==> src/hw/period_timer_pkg.sv <==
// package: register map, field layout and types for the period timer
package period_timer_pkg;
  // register indices; the byte address is four times the index
  localparam logic [7:0] IDX_FLAGS = 8'h0C;
  localparam logic [7:0] IDX_COUNT = 8'h11;
  localparam logic [7:0] IDX_CTRL = 8'h12;
  localparam logic [7:0] IDX_ENABLES = 8'h8C;
  localparam logic [7:0] IDX_PERIOD = 8'h92;
  localparam logic [9:0] ADDR_FLAGS = {IDX_FLAGS, 2'h0};
  localparam logic [9:0] ADDR_COUNT = {IDX_COUNT, 2'h0};
  localparam logic [9:0] ADDR_CTRL = {IDX_CTRL, 2'h0};
  localparam logic [9:0] ADDR_ENABLES = {IDX_ENABLES, 2'h0};
  localparam logic [9:0] ADDR_PERIOD = {IDX_PERIOD, 2'h0};
  // reset values
  localparam logic [7:0] COUNT_RST = 8'h00;
  localparam logic [7:0] PERIOD_RST = 8'hFF;
  localparam logic [6:0] CTRL_RST = 7'h00;
  localparam logic [7:0] BYTE_ZERO = 8'h00;
  // field positions
  localparam int MATCH_BIT = 1;
  localparam int RUN_BIT = 2;
  // prescale field codes
  localparam logic [1:0] PRE_DIV1 = 2'h0;
  localparam logic [1:0] PRE_DIV4 = 2'h1;
  // prescaler terminal counts
  localparam logic [3:0] PRE_LAST1 = 4'h0;
  localparam logic [3:0] PRE_LAST4 = 4'h3;
  localparam logic [3:0] PRE_LAST16 = 4'hF;
  // instruction clock: one tick every four bus clocks
  localparam logic [1:0] INSN_LAST = 2'h3;
  // axi responses
  localparam logic [1:0] RESP_OKAY = 2'h0;
  localparam logic [1:0] RESP_SLVERR = 2'h2;
  // control register layout
  typedef struct packed {
    logic [3:0] post_divide_select;
    logic timer_run;
    logic [1:0] pre_divide_select;
  } timer_control_t;
  // time base handed to the pwm units
  typedef struct packed {
    logic [7:0] count;
    logic match;
  } pwm_base_t;
endpackage

==> src/hw/period_timer_with_scalers.sv <==
// period timer with prescaler, period match, postscaler and axi4-lite registers
// Overview of operation
// - 8-bit count register, read/write, reset zero
// - count from instruction clock through selectable prescaler
// - count to period, then wrap to zero
// - 8-bit period register, reset all ones
// - postscaler divides match, sets flag bit 1
// - run bit clear stops the timer
// - count or control write zeroes both scalers
// - control write leaves count unchanged
// - pre-postscaler match pulse to serial port
// - count and match exported as pwm base
//
// Chosen here: the AXI4-Lite interface to the registers.
`timescale 1ns/10ps
module period_timer_with_scalers
  import period_timer_pkg::*;
(
  // clock and reset
  input wire logic aclk,
  input wire logic aresetn,
  // axi4-lite write address
  input wire logic [11:0] s_axi_awaddr,
  input wire logic s_axi_awvalid,
  output logic s_axi_awready,
  // axi4-lite write data
  input wire logic [31:0] s_axi_wdata,
  input wire logic [3:0] s_axi_wstrb,
  input wire logic s_axi_wvalid,
  output logic s_axi_wready,
  // axi4-lite write response
  output logic [1:0] s_axi_bresp,
  output logic s_axi_bvalid,
  input wire logic s_axi_bready,
  // axi4-lite read address
  input wire logic [11:0] s_axi_araddr,
  input wire logic s_axi_arvalid,
  output logic s_axi_arready,
  // axi4-lite read data
  output logic [31:0] s_axi_rdata,
  output logic [1:0] s_axi_rresp,
  output logic s_axi_rvalid,
  input wire logic s_axi_rready,
  // interrupt and exported timing
  output logic irq,
  output logic sync_serial_port_tick,
  output pwm_base_t capture_compare_pwm_unit_base
);

  // prescaler terminal count per field code
  function automatic logic [3:0] pre_last(input logic [1:0] sel);
    case (sel)
      PRE_DIV1: pre_last = PRE_LAST1;
      PRE_DIV4: pre_last = PRE_LAST4;
      default: pre_last = PRE_LAST16;
    endcase
  endfunction

  // word address match helper
  function automatic logic hit(input logic [11:0] a, input logic [9:0] reg_addr);
    hit = (a[11:2] == {2'h0, reg_addr[9:2]});
  endfunction

  // timer state
  logic [7:0] count_r, count_nxt; // tick_count
  logic [7:0] period_r, period_nxt; // period_match_value
  timer_control_t ctrl_r, ctrl_nxt; // timer_control
  logic [1:0] insn_r, insn_nxt; // fosc/4 divider
  logic [3:0] pre_r, pre_nxt; // prescaler counter
  logic [3:0] post_r, post_nxt; // postscaler counter
  logic match_flag_r, match_flag_nxt; // match_event_flag
  logic match_en_r, match_en_nxt; // match_event_enable
  logic [7:0] other_flags_r, other_flags_nxt; // remaining flag bits, plain storage
  logic [7:0] other_en_r, other_en_nxt; // remaining enable bits
  logic match_pulse_r, match_pulse_nxt; // registered match pulse

  // bus state
  logic [11:0] aw_r, aw_nxt;
  logic aw_full_r, aw_full_nxt;
  logic [31:0] w_r, w_nxt;
  logic [3:0] ws_r, ws_nxt;
  logic w_full_r, w_full_nxt;
  logic bvalid_r, bvalid_nxt;
  logic [1:0] bresp_r, bresp_nxt;
  logic rvalid_r, rvalid_nxt;
  logic [31:0] rdata_r, rdata_nxt;
  logic [1:0] rresp_r, rresp_nxt;

  // write strobes decoded from the buffered write
  logic do_wr;
  logic wr_lane0;
  logic wr_count, wr_ctrl, wr_period, wr_flags, wr_en;
  logic wr_mapped;
  logic insn_tick, pre_tick, match_now;
  logic [7:0] rd_word;
  logic rd_mapped;

  // handshakes are combinational from the holding state
  assign s_axi_awready = !aw_full_r;
  assign s_axi_wready = !w_full_r;
  assign s_axi_arready = !rvalid_r;
  assign s_axi_bvalid = bvalid_r;
  assign s_axi_bresp = bresp_r;
  assign s_axi_rvalid = rvalid_r;
  assign s_axi_rdata = rdata_r;
  assign s_axi_rresp = rresp_r;

  // write takes effect once both halves are held and no response is pending
  always_comb
  begin
    do_wr = aw_full_r && w_full_r && !bvalid_r;
    wr_lane0 = do_wr && ws_r[0];
    wr_mapped = hit(aw_r, ADDR_COUNT) || hit(aw_r, ADDR_CTRL) || hit(aw_r, ADDR_PERIOD)
      || hit(aw_r, ADDR_FLAGS) || hit(aw_r, ADDR_ENABLES);
    wr_count = wr_lane0 && hit(aw_r, ADDR_COUNT);
    wr_ctrl = wr_lane0 && hit(aw_r, ADDR_CTRL);
    wr_period = wr_lane0 && hit(aw_r, ADDR_PERIOD);
    wr_flags = wr_lane0 && hit(aw_r, ADDR_FLAGS);
    wr_en = wr_lane0 && hit(aw_r, ADDR_ENABLES);
  end

  // axi write channel next state
  always_comb
  begin
    aw_nxt = aw_r;
    aw_full_nxt = aw_full_r;
    w_nxt = w_r;
    ws_nxt = ws_r;
    w_full_nxt = w_full_r;
    bvalid_nxt = bvalid_r;
    bresp_nxt = bresp_r;
    // address and data are taken in either order
    if (s_axi_awvalid && !aw_full_r)
    begin
      aw_nxt = s_axi_awaddr;
      aw_full_nxt = 1'b1;
    end
    if (s_axi_wvalid && !w_full_r)
    begin
      w_nxt = s_axi_wdata;
      ws_nxt = s_axi_wstrb;
      w_full_nxt = 1'b1;
    end
    // commit: answer in the next cycle, unmapped gets slverr
    if (do_wr)
    begin
      aw_full_nxt = 1'b0;
      w_full_nxt = 1'b0;
      bvalid_nxt = 1'b1;
      bresp_nxt = wr_mapped ? RESP_OKAY : RESP_SLVERR;
    end
    else if (bvalid_r && s_axi_bready)
    begin
      bvalid_nxt = 1'b0;
    end
  end

  // read mux, reserved and upper bits read zero
  always_comb
  begin
    rd_word = BYTE_ZERO;
    rd_mapped = 1'b1;
    if (hit(s_axi_araddr, ADDR_COUNT))
      rd_word = count_r;
    else if (hit(s_axi_araddr, ADDR_CTRL))
      rd_word = {1'b0, ctrl_r};
    else if (hit(s_axi_araddr, ADDR_PERIOD))
      rd_word = period_r;
    else if (hit(s_axi_araddr, ADDR_FLAGS))
    begin
      rd_word = other_flags_r;
      rd_word[MATCH_BIT] = match_flag_r;
    end
    else if (hit(s_axi_araddr, ADDR_ENABLES))
    begin
      rd_word = other_en_r;
      rd_word[MATCH_BIT] = match_en_r;
    end
    else
      rd_mapped = 1'b0;
  end

  // axi read channel next state
  always_comb
  begin
    rvalid_nxt = rvalid_r;
    rdata_nxt = rdata_r;
    rresp_nxt = rresp_r;
    if (s_axi_arvalid && !rvalid_r)
    begin
      rvalid_nxt = 1'b1;
      rdata_nxt = {24'h000000, rd_word};
      rresp_nxt = rd_mapped ? RESP_OKAY : RESP_SLVERR;
    end
    else if (rvalid_r && s_axi_rready)
    begin
      rvalid_nxt = 1'b0;
    end
  end

  // timer next state
  always_comb
  begin
    count_nxt = count_r;
    period_nxt = period_r;
    ctrl_nxt = ctrl_r;
    insn_nxt = insn_r;
    pre_nxt = pre_r;
    post_nxt = post_r;
    match_flag_nxt = match_flag_r;
    match_en_nxt = match_en_r;
    other_flags_nxt = other_flags_r;
    other_en_nxt = other_en_r;
    match_now = 1'b0;
    insn_tick = 1'b0;
    pre_tick = 1'b0;
    // instruction clock and prescaler only move while running
    if (ctrl_r.timer_run)
    begin
      insn_nxt = insn_r + 2'h1;
      insn_tick = (insn_r == INSN_LAST);
      if (insn_tick)
      begin
        if (pre_r >= pre_last(ctrl_r.pre_divide_select))
        begin
          pre_nxt = 4'h0;
          pre_tick = 1'b1;
        end
        else
          pre_nxt = pre_r + 4'h1;
      end
    end
    // count up; the increment that finds count equal to period wraps to zero and signals the match
    if (pre_tick)
    begin
      if (count_r == period_r)
      begin
        count_nxt = COUNT_RST;
        match_now = 1'b1;
        if (post_r >= ctrl_r.post_divide_select)
        begin
          post_nxt = 4'h0;
          match_flag_nxt = 1'b1;
        end
        else
          post_nxt = post_r + 4'h1;
      end
      else
        count_nxt = count_r + 8'h01;
    end
    // software writes; a write of zero clears, hardware set still wins below
    if (wr_flags)
    begin
      other_flags_nxt = w_r[7:0];
      if (!w_r[MATCH_BIT] && !match_flag_nxt)
        match_flag_nxt = 1'b0;
      else if (!w_r[MATCH_BIT] && !(pre_tick && match_now && post_r >= ctrl_r.post_divide_select))
        match_flag_nxt = 1'b0;
      else if (w_r[MATCH_BIT])
        match_flag_nxt = 1'b1;
    end
    if (wr_en)
    begin
      other_en_nxt = w_r[7:0];
      match_en_nxt = w_r[MATCH_BIT];
    end
    if (wr_period)
      period_nxt = w_r[7:0];
    if (wr_count)
      count_nxt = w_r[7:0];
    if (wr_ctrl)
      ctrl_nxt = w_r[6:0];
    // either write restarts both scalers
    if (wr_count || wr_ctrl)
    begin
      pre_nxt = 4'h0;
      post_nxt = 4'h0;
      insn_nxt = 2'h0;
    end
    match_pulse_nxt = match_now;
  end

  // all registers, synchronous reset
  always_ff @(posedge aclk)
  begin
    if (!aresetn)
    begin
      count_r <= COUNT_RST;
      period_r <= PERIOD_RST;
      ctrl_r <= CTRL_RST;
      insn_r <= 2'h0;
      pre_r <= 4'h0;
      post_r <= 4'h0;
      match_flag_r <= 1'b0;
      match_en_r <= 1'b0;
      other_flags_r <= BYTE_ZERO;
      other_en_r <= BYTE_ZERO;
      match_pulse_r <= 1'b0;
      aw_r <= 12'h000;
      aw_full_r <= 1'b0;
      w_r <= 32'h00000000;
      ws_r <= 4'h0;
      w_full_r <= 1'b0;
      bvalid_r <= 1'b0;
      bresp_r <= RESP_OKAY;
      rvalid_r <= 1'b0;
      rdata_r <= 32'h00000000;
      rresp_r <= RESP_OKAY;
    end
    else
    begin
      count_r <= count_nxt;
      period_r <= period_nxt;
      ctrl_r <= ctrl_nxt;
      insn_r <= insn_nxt;
      pre_r <= pre_nxt;
      post_r <= post_nxt;
      match_flag_r <= match_flag_nxt;
      match_en_r <= match_en_nxt;
      other_flags_r <= other_flags_nxt;
      other_en_r <= other_en_nxt;
      match_pulse_r <= match_pulse_nxt;
      aw_r <= aw_nxt;
      aw_full_r <= aw_full_nxt;
      w_r <= w_nxt;
      ws_r <= ws_nxt;
      w_full_r <= w_full_nxt;
      bvalid_r <= bvalid_nxt;
      bresp_r <= bresp_nxt;
      rvalid_r <= rvalid_nxt;
      rdata_r <= rdata_nxt;
      rresp_r <= rresp_nxt;
    end
  end

  // outputs from flops
  assign irq = match_flag_r && match_en_r;
  assign sync_serial_port_tick = match_pulse_r;
  assign capture_compare_pwm_unit_base = '{count: count_r, match: match_pulse_r};
endmodule

==> config.mk <==
export PLATFORM = sky130hd
export DESIGN_NAME = period_timer_with_scalers
export DESIGN_NICKNAME = d
export VERILOG_FILES = /design/src/hw/period_timer_pkg.sv /design/src/hw/period_timer_with_scalers.sv
export SDC_FILE = /design/constraint.sdc
export NUM_CORES = 1
export LEC_CHECK = 0
export ABC_AREA = 1
export BUFFER_PORTS_ARGS = -buffer_cell sky130_fd_sc_hd__buf_4
export CORE_ASPECT_RATIO = 1.75
export CORE_UTILIZATION = 48
export CTS_CLUSTER_DIAMETER = 50
export CTS_CLUSTER_SIZE = 25
export DETAILED_ROUTE_END_ITERATION = 6
export PLACE_DENSITY = 0.77
export SKIP_LAST_GASP = 1
export SYNTH_ARGS = -nofsm -noshare
export SYNTH_HDL_FRONTEND = slang
export SYNTH_SLANG_ARGS = --single-unit
==> constraint.sdc <==
create_clock -name aclk -period 1.56 [get_ports aclk]
set_input_delay 0.078 -clock aclk [delete_from_list [all_inputs] [get_ports aclk]]
set_output_delay 0.078 -clock aclk [all_outputs]
set_load 0.05 [all_outputs]
==> results.md <==
- Outcome: complete, but fails checks
- Failing checks: setup timing
- Cell with the most instances after synthesis: sky130_fd_sc_hd__nand2_1
- Number of fill cells: 754
- Post-detailed-placement half-perimeter wirelength: 8600 µm
- Critical Path End: count_r[6]$_SDFFE_PN0P_
- Share of the synthesized area in compound gates (AO/OA/AOI/OAI): 16.1%
- RSZ-0062 raised after global routing: true
- Total congestion overflow after global routing: 0
- Ranking of synthesized cells by area: sky130_fd_sc_hd__dfxtp_1 38%, sky130_fd_sc_hd__nand2_1 8.0%, sky130_fd_sc_hd__a21oi_1 7.2%, sky130_fd_sc_hd__inv_1 6.8%, sky130_fd_sc_hd__nor2_1 6.2%
- Switching power as a share of total power: 26.6%
- Clock period minus final worst setup slack: 1.72 ns
- Register Area: 1680 µm²
- Worst R2R Start: ctrl_r[1]$_SDFFE_PN0P_
- Count of distinct cell types in the synthesized netlist: 34
- Critical path peak fanout: 6
- Number of top-level pins: 119
- Initial standard-cell utilization of the core: 50.0%
- Clock power frac: 41.5%
- Final Hold Vio Count: 0
- Switching component of the power: 1.32 mW
- Xor/xnor cell area share of the yosys netlist: 2.41%
- Initial DRT Pass Iterations: 6
- Worst reg2reg path endpoint: count_r[6]$_SDFFE_PN0P_
- Reg2Reg Depth: 13
- Fraction of layout cells with a size suffix above 1: 24.6%
- Largest family of logic cells by synthesized area: simple AND/OR/NAND/NOR gates
- Clock sink total: 83
- IR Drop Worst-Case VDD: 0.658 mV
- Setup clock skew after layout: 0.00666 ns
- Number of enable-type register cells in the synthesized netlist: 0
- DRT Wirelength: 12000 µm
- Combined area of the multi-input logic cells: 2370 µm²
- Yosys reg bits: 83
- Setup-failing EPs final: 14
- Minimum setup slack in the final design: -0.156 ns
- Number of max-cap violations: 0
- Worst setup path startpoint: ctrl_r[1]$_SDFFE_PN0P_
- Critical path, cell by cell: nor2_4 -> ha_4 -> inv_2 -> o21bai_1 -> nand2_1 -> nand3_1 -> nand2_2 -> buf_12 -> buf_8 -> nand3_2 -> nand2_2 -> a21oi_2 -> nor2_1
- Yosys top cell area share: 38.1%
- Later-pin clock latency in the skew report: 0.34 ns
- Sequential-to-total area share from yosys stat: 38.1%
- Combinational share of power: 12.9%
- Height of the chip: 128 µm
- Data arrival time of the critical path: 1.93 ns
- Total global-route track usage: 25.4%
- Net count reported at finish: 791
- Commonest cells in the synthesized netlist: 93 x sky130_fd_sc_hd__nand2_1, 83 x sky130_fd_sc_hd__dfxtp_1, 79 x sky130_fd_sc_hd__inv_1, 72 x sky130_fd_sc_hd__nor2_1, 63 x sky130_fd_sc_hd__a21oi_1
- Average cell area after synthesis: 7.04 µm²
- Vias: 4323
- Layout area overhead: 28.7%
- Placement row count: 45
- Hold_sp: s_axi_awvalid
- Width of the die: 74.1 µm
- Multiplexer area fraction after synthesis: 0%
- Data required time of the worst path: 1.77 ns
- Via count of the first global-routing pass: 4080
- Slack of the worst reg-to-reg path: -0.16 ns
- Synthesized cell area: 4370 µm²
- Share of power burned in registers: 45.6%
- Drt first-iter violations: 308
- Synthesized instance count: 620
- Delay of the slowest critical-path stage: 0.37 ns
- Final period utilization: 110%
- Share of synthesized cell area in full adder, half adder and majority cells: 3.44%
- Maximum level of the CTS H-tree: 3
- Achievable clock frequency: 583 MHz
- Leading area contributor after synthesis: sky130_fd_sc_hd__dfxtp_1
- Count of buffers inserted at the top-level ports: 61
- CTS tree: yes
- Power density over cell area: 882 nW/µm²
- Instance count along the most critical hold path: 3
- Number of nets with antenna violations after routing: 0
- Kind of capture point of the worst setup path: flip-flop
- Antenna diode count: 0
- Worst min path class: in2reg
- Antenna violations before repair: 0
- Crit-path slowest cell: sky130_fd_sc_hd__dfxtp_4
- Average detailed-routed wire length per instance: 14.4 µm
- Post-detailed-route DRC marker count: 0
- Total count of max-transition violations in the final report: 0
- Post-route design area: 5620 µm²
- Overall die area: 9500 µm²
- Type of element launching the critical path: flip-flop
- Internal Dissipation: 3.64 mW
- Weighted congestion reported at the end of routability-driven placement: 0.930
- Root buffer selected by CTS: sky130_fd_sc_hd__clkbuf_16
- Most frequently used flop master after synthesis: sky130_fd_sc_hd__dfxtp_1
- Mean number of vias per cell: 5.20
- Clock buffer count from CTS: 9
- Synthesized-area fraction occupied by and/or/nand/nor cells: 26.1%
- Core Area: 8730 µm²
- Clock-pin slew on the worst setup and hold paths: 0.06 ns
- Cell area reported after detailed placement: 4990 µm²
- Pin count of the biggest net entering global routing: 29
- Classification of the worst setup path: reg2reg
- Leak pwr: 2.54 nW
- Max clock buf depth: 2
- Warnings from Yosys: 0
- Wire length of the first global-routing pass: 18400 µm
- Asr flop ratio synth: 0%
- Crit-path most repeated cell: sky130_fd_sc_hd__nand2_2
- Fin Setup TNS: -1.34 ns
## critical path, delay by kind of cell, from the launching register on
kind / cells / cell delay [ns]
compound gates: 2 / 0.24
fa+ha+maj: 1 / 0.27
buf+inv: 3 / 0.29
flops: 1 / 0.37
simple gates: 7 / 0.43
## through the flow
| stage | worst slack [ns] | hold slack (ns) | instances | utilization (%) | total power, mW |
|---|---|---|---|---|---|
| 2_1_floorplan | 0.00654 | 0.213 | 645 | - | 2.76 |
| 3_3_place_gp | -0.0934 | 0.299 | 801 | 57.2 | 2.90 |
| 3_5_place_dp | -0.128 | 0.311 | 801 | 57.2 | 2.91 |
| 4_1_cts | -0.0941 | 0.00731 | 824 | 61.8 | 4.96 |
| 5_1_grt | -0.226 | 0.0295 | 832 | 64.4 | 5.11 |
| 6_report | -0.156 | 0.0100 | 832 | 64.4 | 4.95 |
## flip-flops by register name (all words and copies together) (netlist names)
signal                 cells
match_flag_r               1
other_en_r                 8
period_r                   8
s_axi_rvalid               1
ctrl_r                     7
sync_serial_port_tick      1
other_flags_r              7
w_r                        8
s_axi_rresp                1
s_axi_rdata                8
pre_r                      4
aw_full_r                  1
s_axi_bresp                1
insn_r                     2
ws_r                       1
aw_r                      10
w_full_r                   1
count_r                    8
post_r                     4
s_axi_bvalid               1
## power groups by stage
stage                     logic [mW]  clock network [mW]  registers, mW
after floorplan                0.413                   0           2.35
after global placement         0.599                   0           2.30
after detailed placement       0.608                   0           2.30
after CTS                      0.627                2.08           2.26
after global routing           0.688                2.16           2.26
final                          0.638                2.06           2.26
## how the worst min path moves through the flow
stage                        endpoint
2_1_floorplan    aw_r[4]$_SDFFE_PN0P_
3_3_place_gp     aw_r[9]$_SDFFE_PN0P_
3_5_place_dp     aw_r[4]$_SDFFE_PN0P_
4_1_cts        aw_full_r$_SDFFE_PP0P_
5_1_grt        aw_full_r$_SDFFE_PP0P_
6_report       aw_full_r$_SDFFE_PP0P_
## layout by cell type, fill, tap and decap left out, types with 8 or more instances in the layout
cell	netlist	final
sky130_fd_sc_hd__inv_1	79	73
sky130_fd_sc_hd__nand2_1	93	84
sky130_fd_sc_hd__conb_1	1	26
sky130_fd_sc_hd__inv_2	4	8
sky130_fd_sc_hd__nand4_1	8	8
sky130_fd_sc_hd__o211ai_1	8	8
sky130_fd_sc_hd__clkbuf_16	0	9
sky130_fd_sc_hd__dfxtp_2	0	10
sky130_fd_sc_hd__a21oi_1	63	57
sky130_fd_sc_hd__nor2_1	72	69
sky130_fd_sc_hd__buf_4	28	88
sky130_fd_sc_hd__dlygate4sd3_1	0	8
sky130_fd_sc_hd__ha_1	12	8
sky130_fd_sc_hd__o21ai_0	50	48
sky130_fd_sc_hd__dfxtp_1	83	72
sky130_fd_sc_hd__nand3_1	45	39
sky130_fd_sc_hd__o21ai_1	11	13
sky130_fd_sc_hd__nand2_2	4	11
sky130_fd_sc_hd__nor3_1	10	9
## metal layers
layer  wire [µm]  vias up  part of all wire (%)  GRT usage, %
li1            -     2145                     -             -
met1        4230     1952                    35          25.1
met2        6340      171                    53          46.6
met3         607       55                   5.1          4.87
met4         776        0                   6.5          15.5
met5           0        -                     0             0
## area by class of cell
cell class | count | share of cell area (%)
inverter | 83 | 5.65
tap | 117 | 2.60
multi-input combinational | 434 | 42.2
sequential | 83 | 29.9
clock buffer | 11 | 4.32
timing repair buffer | 101 | 14.6
clock inverter | 3 | 0.712
## logic make-up after synthesis
kind of cell	after synthesis
adders and majority gates	12
other	1
and+or+nand+nor	249
xor gates and xnor gates	12
DFF	83
buffers and inverters	128
AOI/OAI and AO/OA	135
## timing repair
action | CTS | global route
gates resized for setup | 11 | 39
setup buffers | 1 | 8
hold buffers | 8 | 0
setup endpoints to repair | 14 | 35
hold endpoints to repair | 8 | 0
gates cloned | 0 | 0
pin swaps | 3 | 5
(Power assumes the default switching activity.)
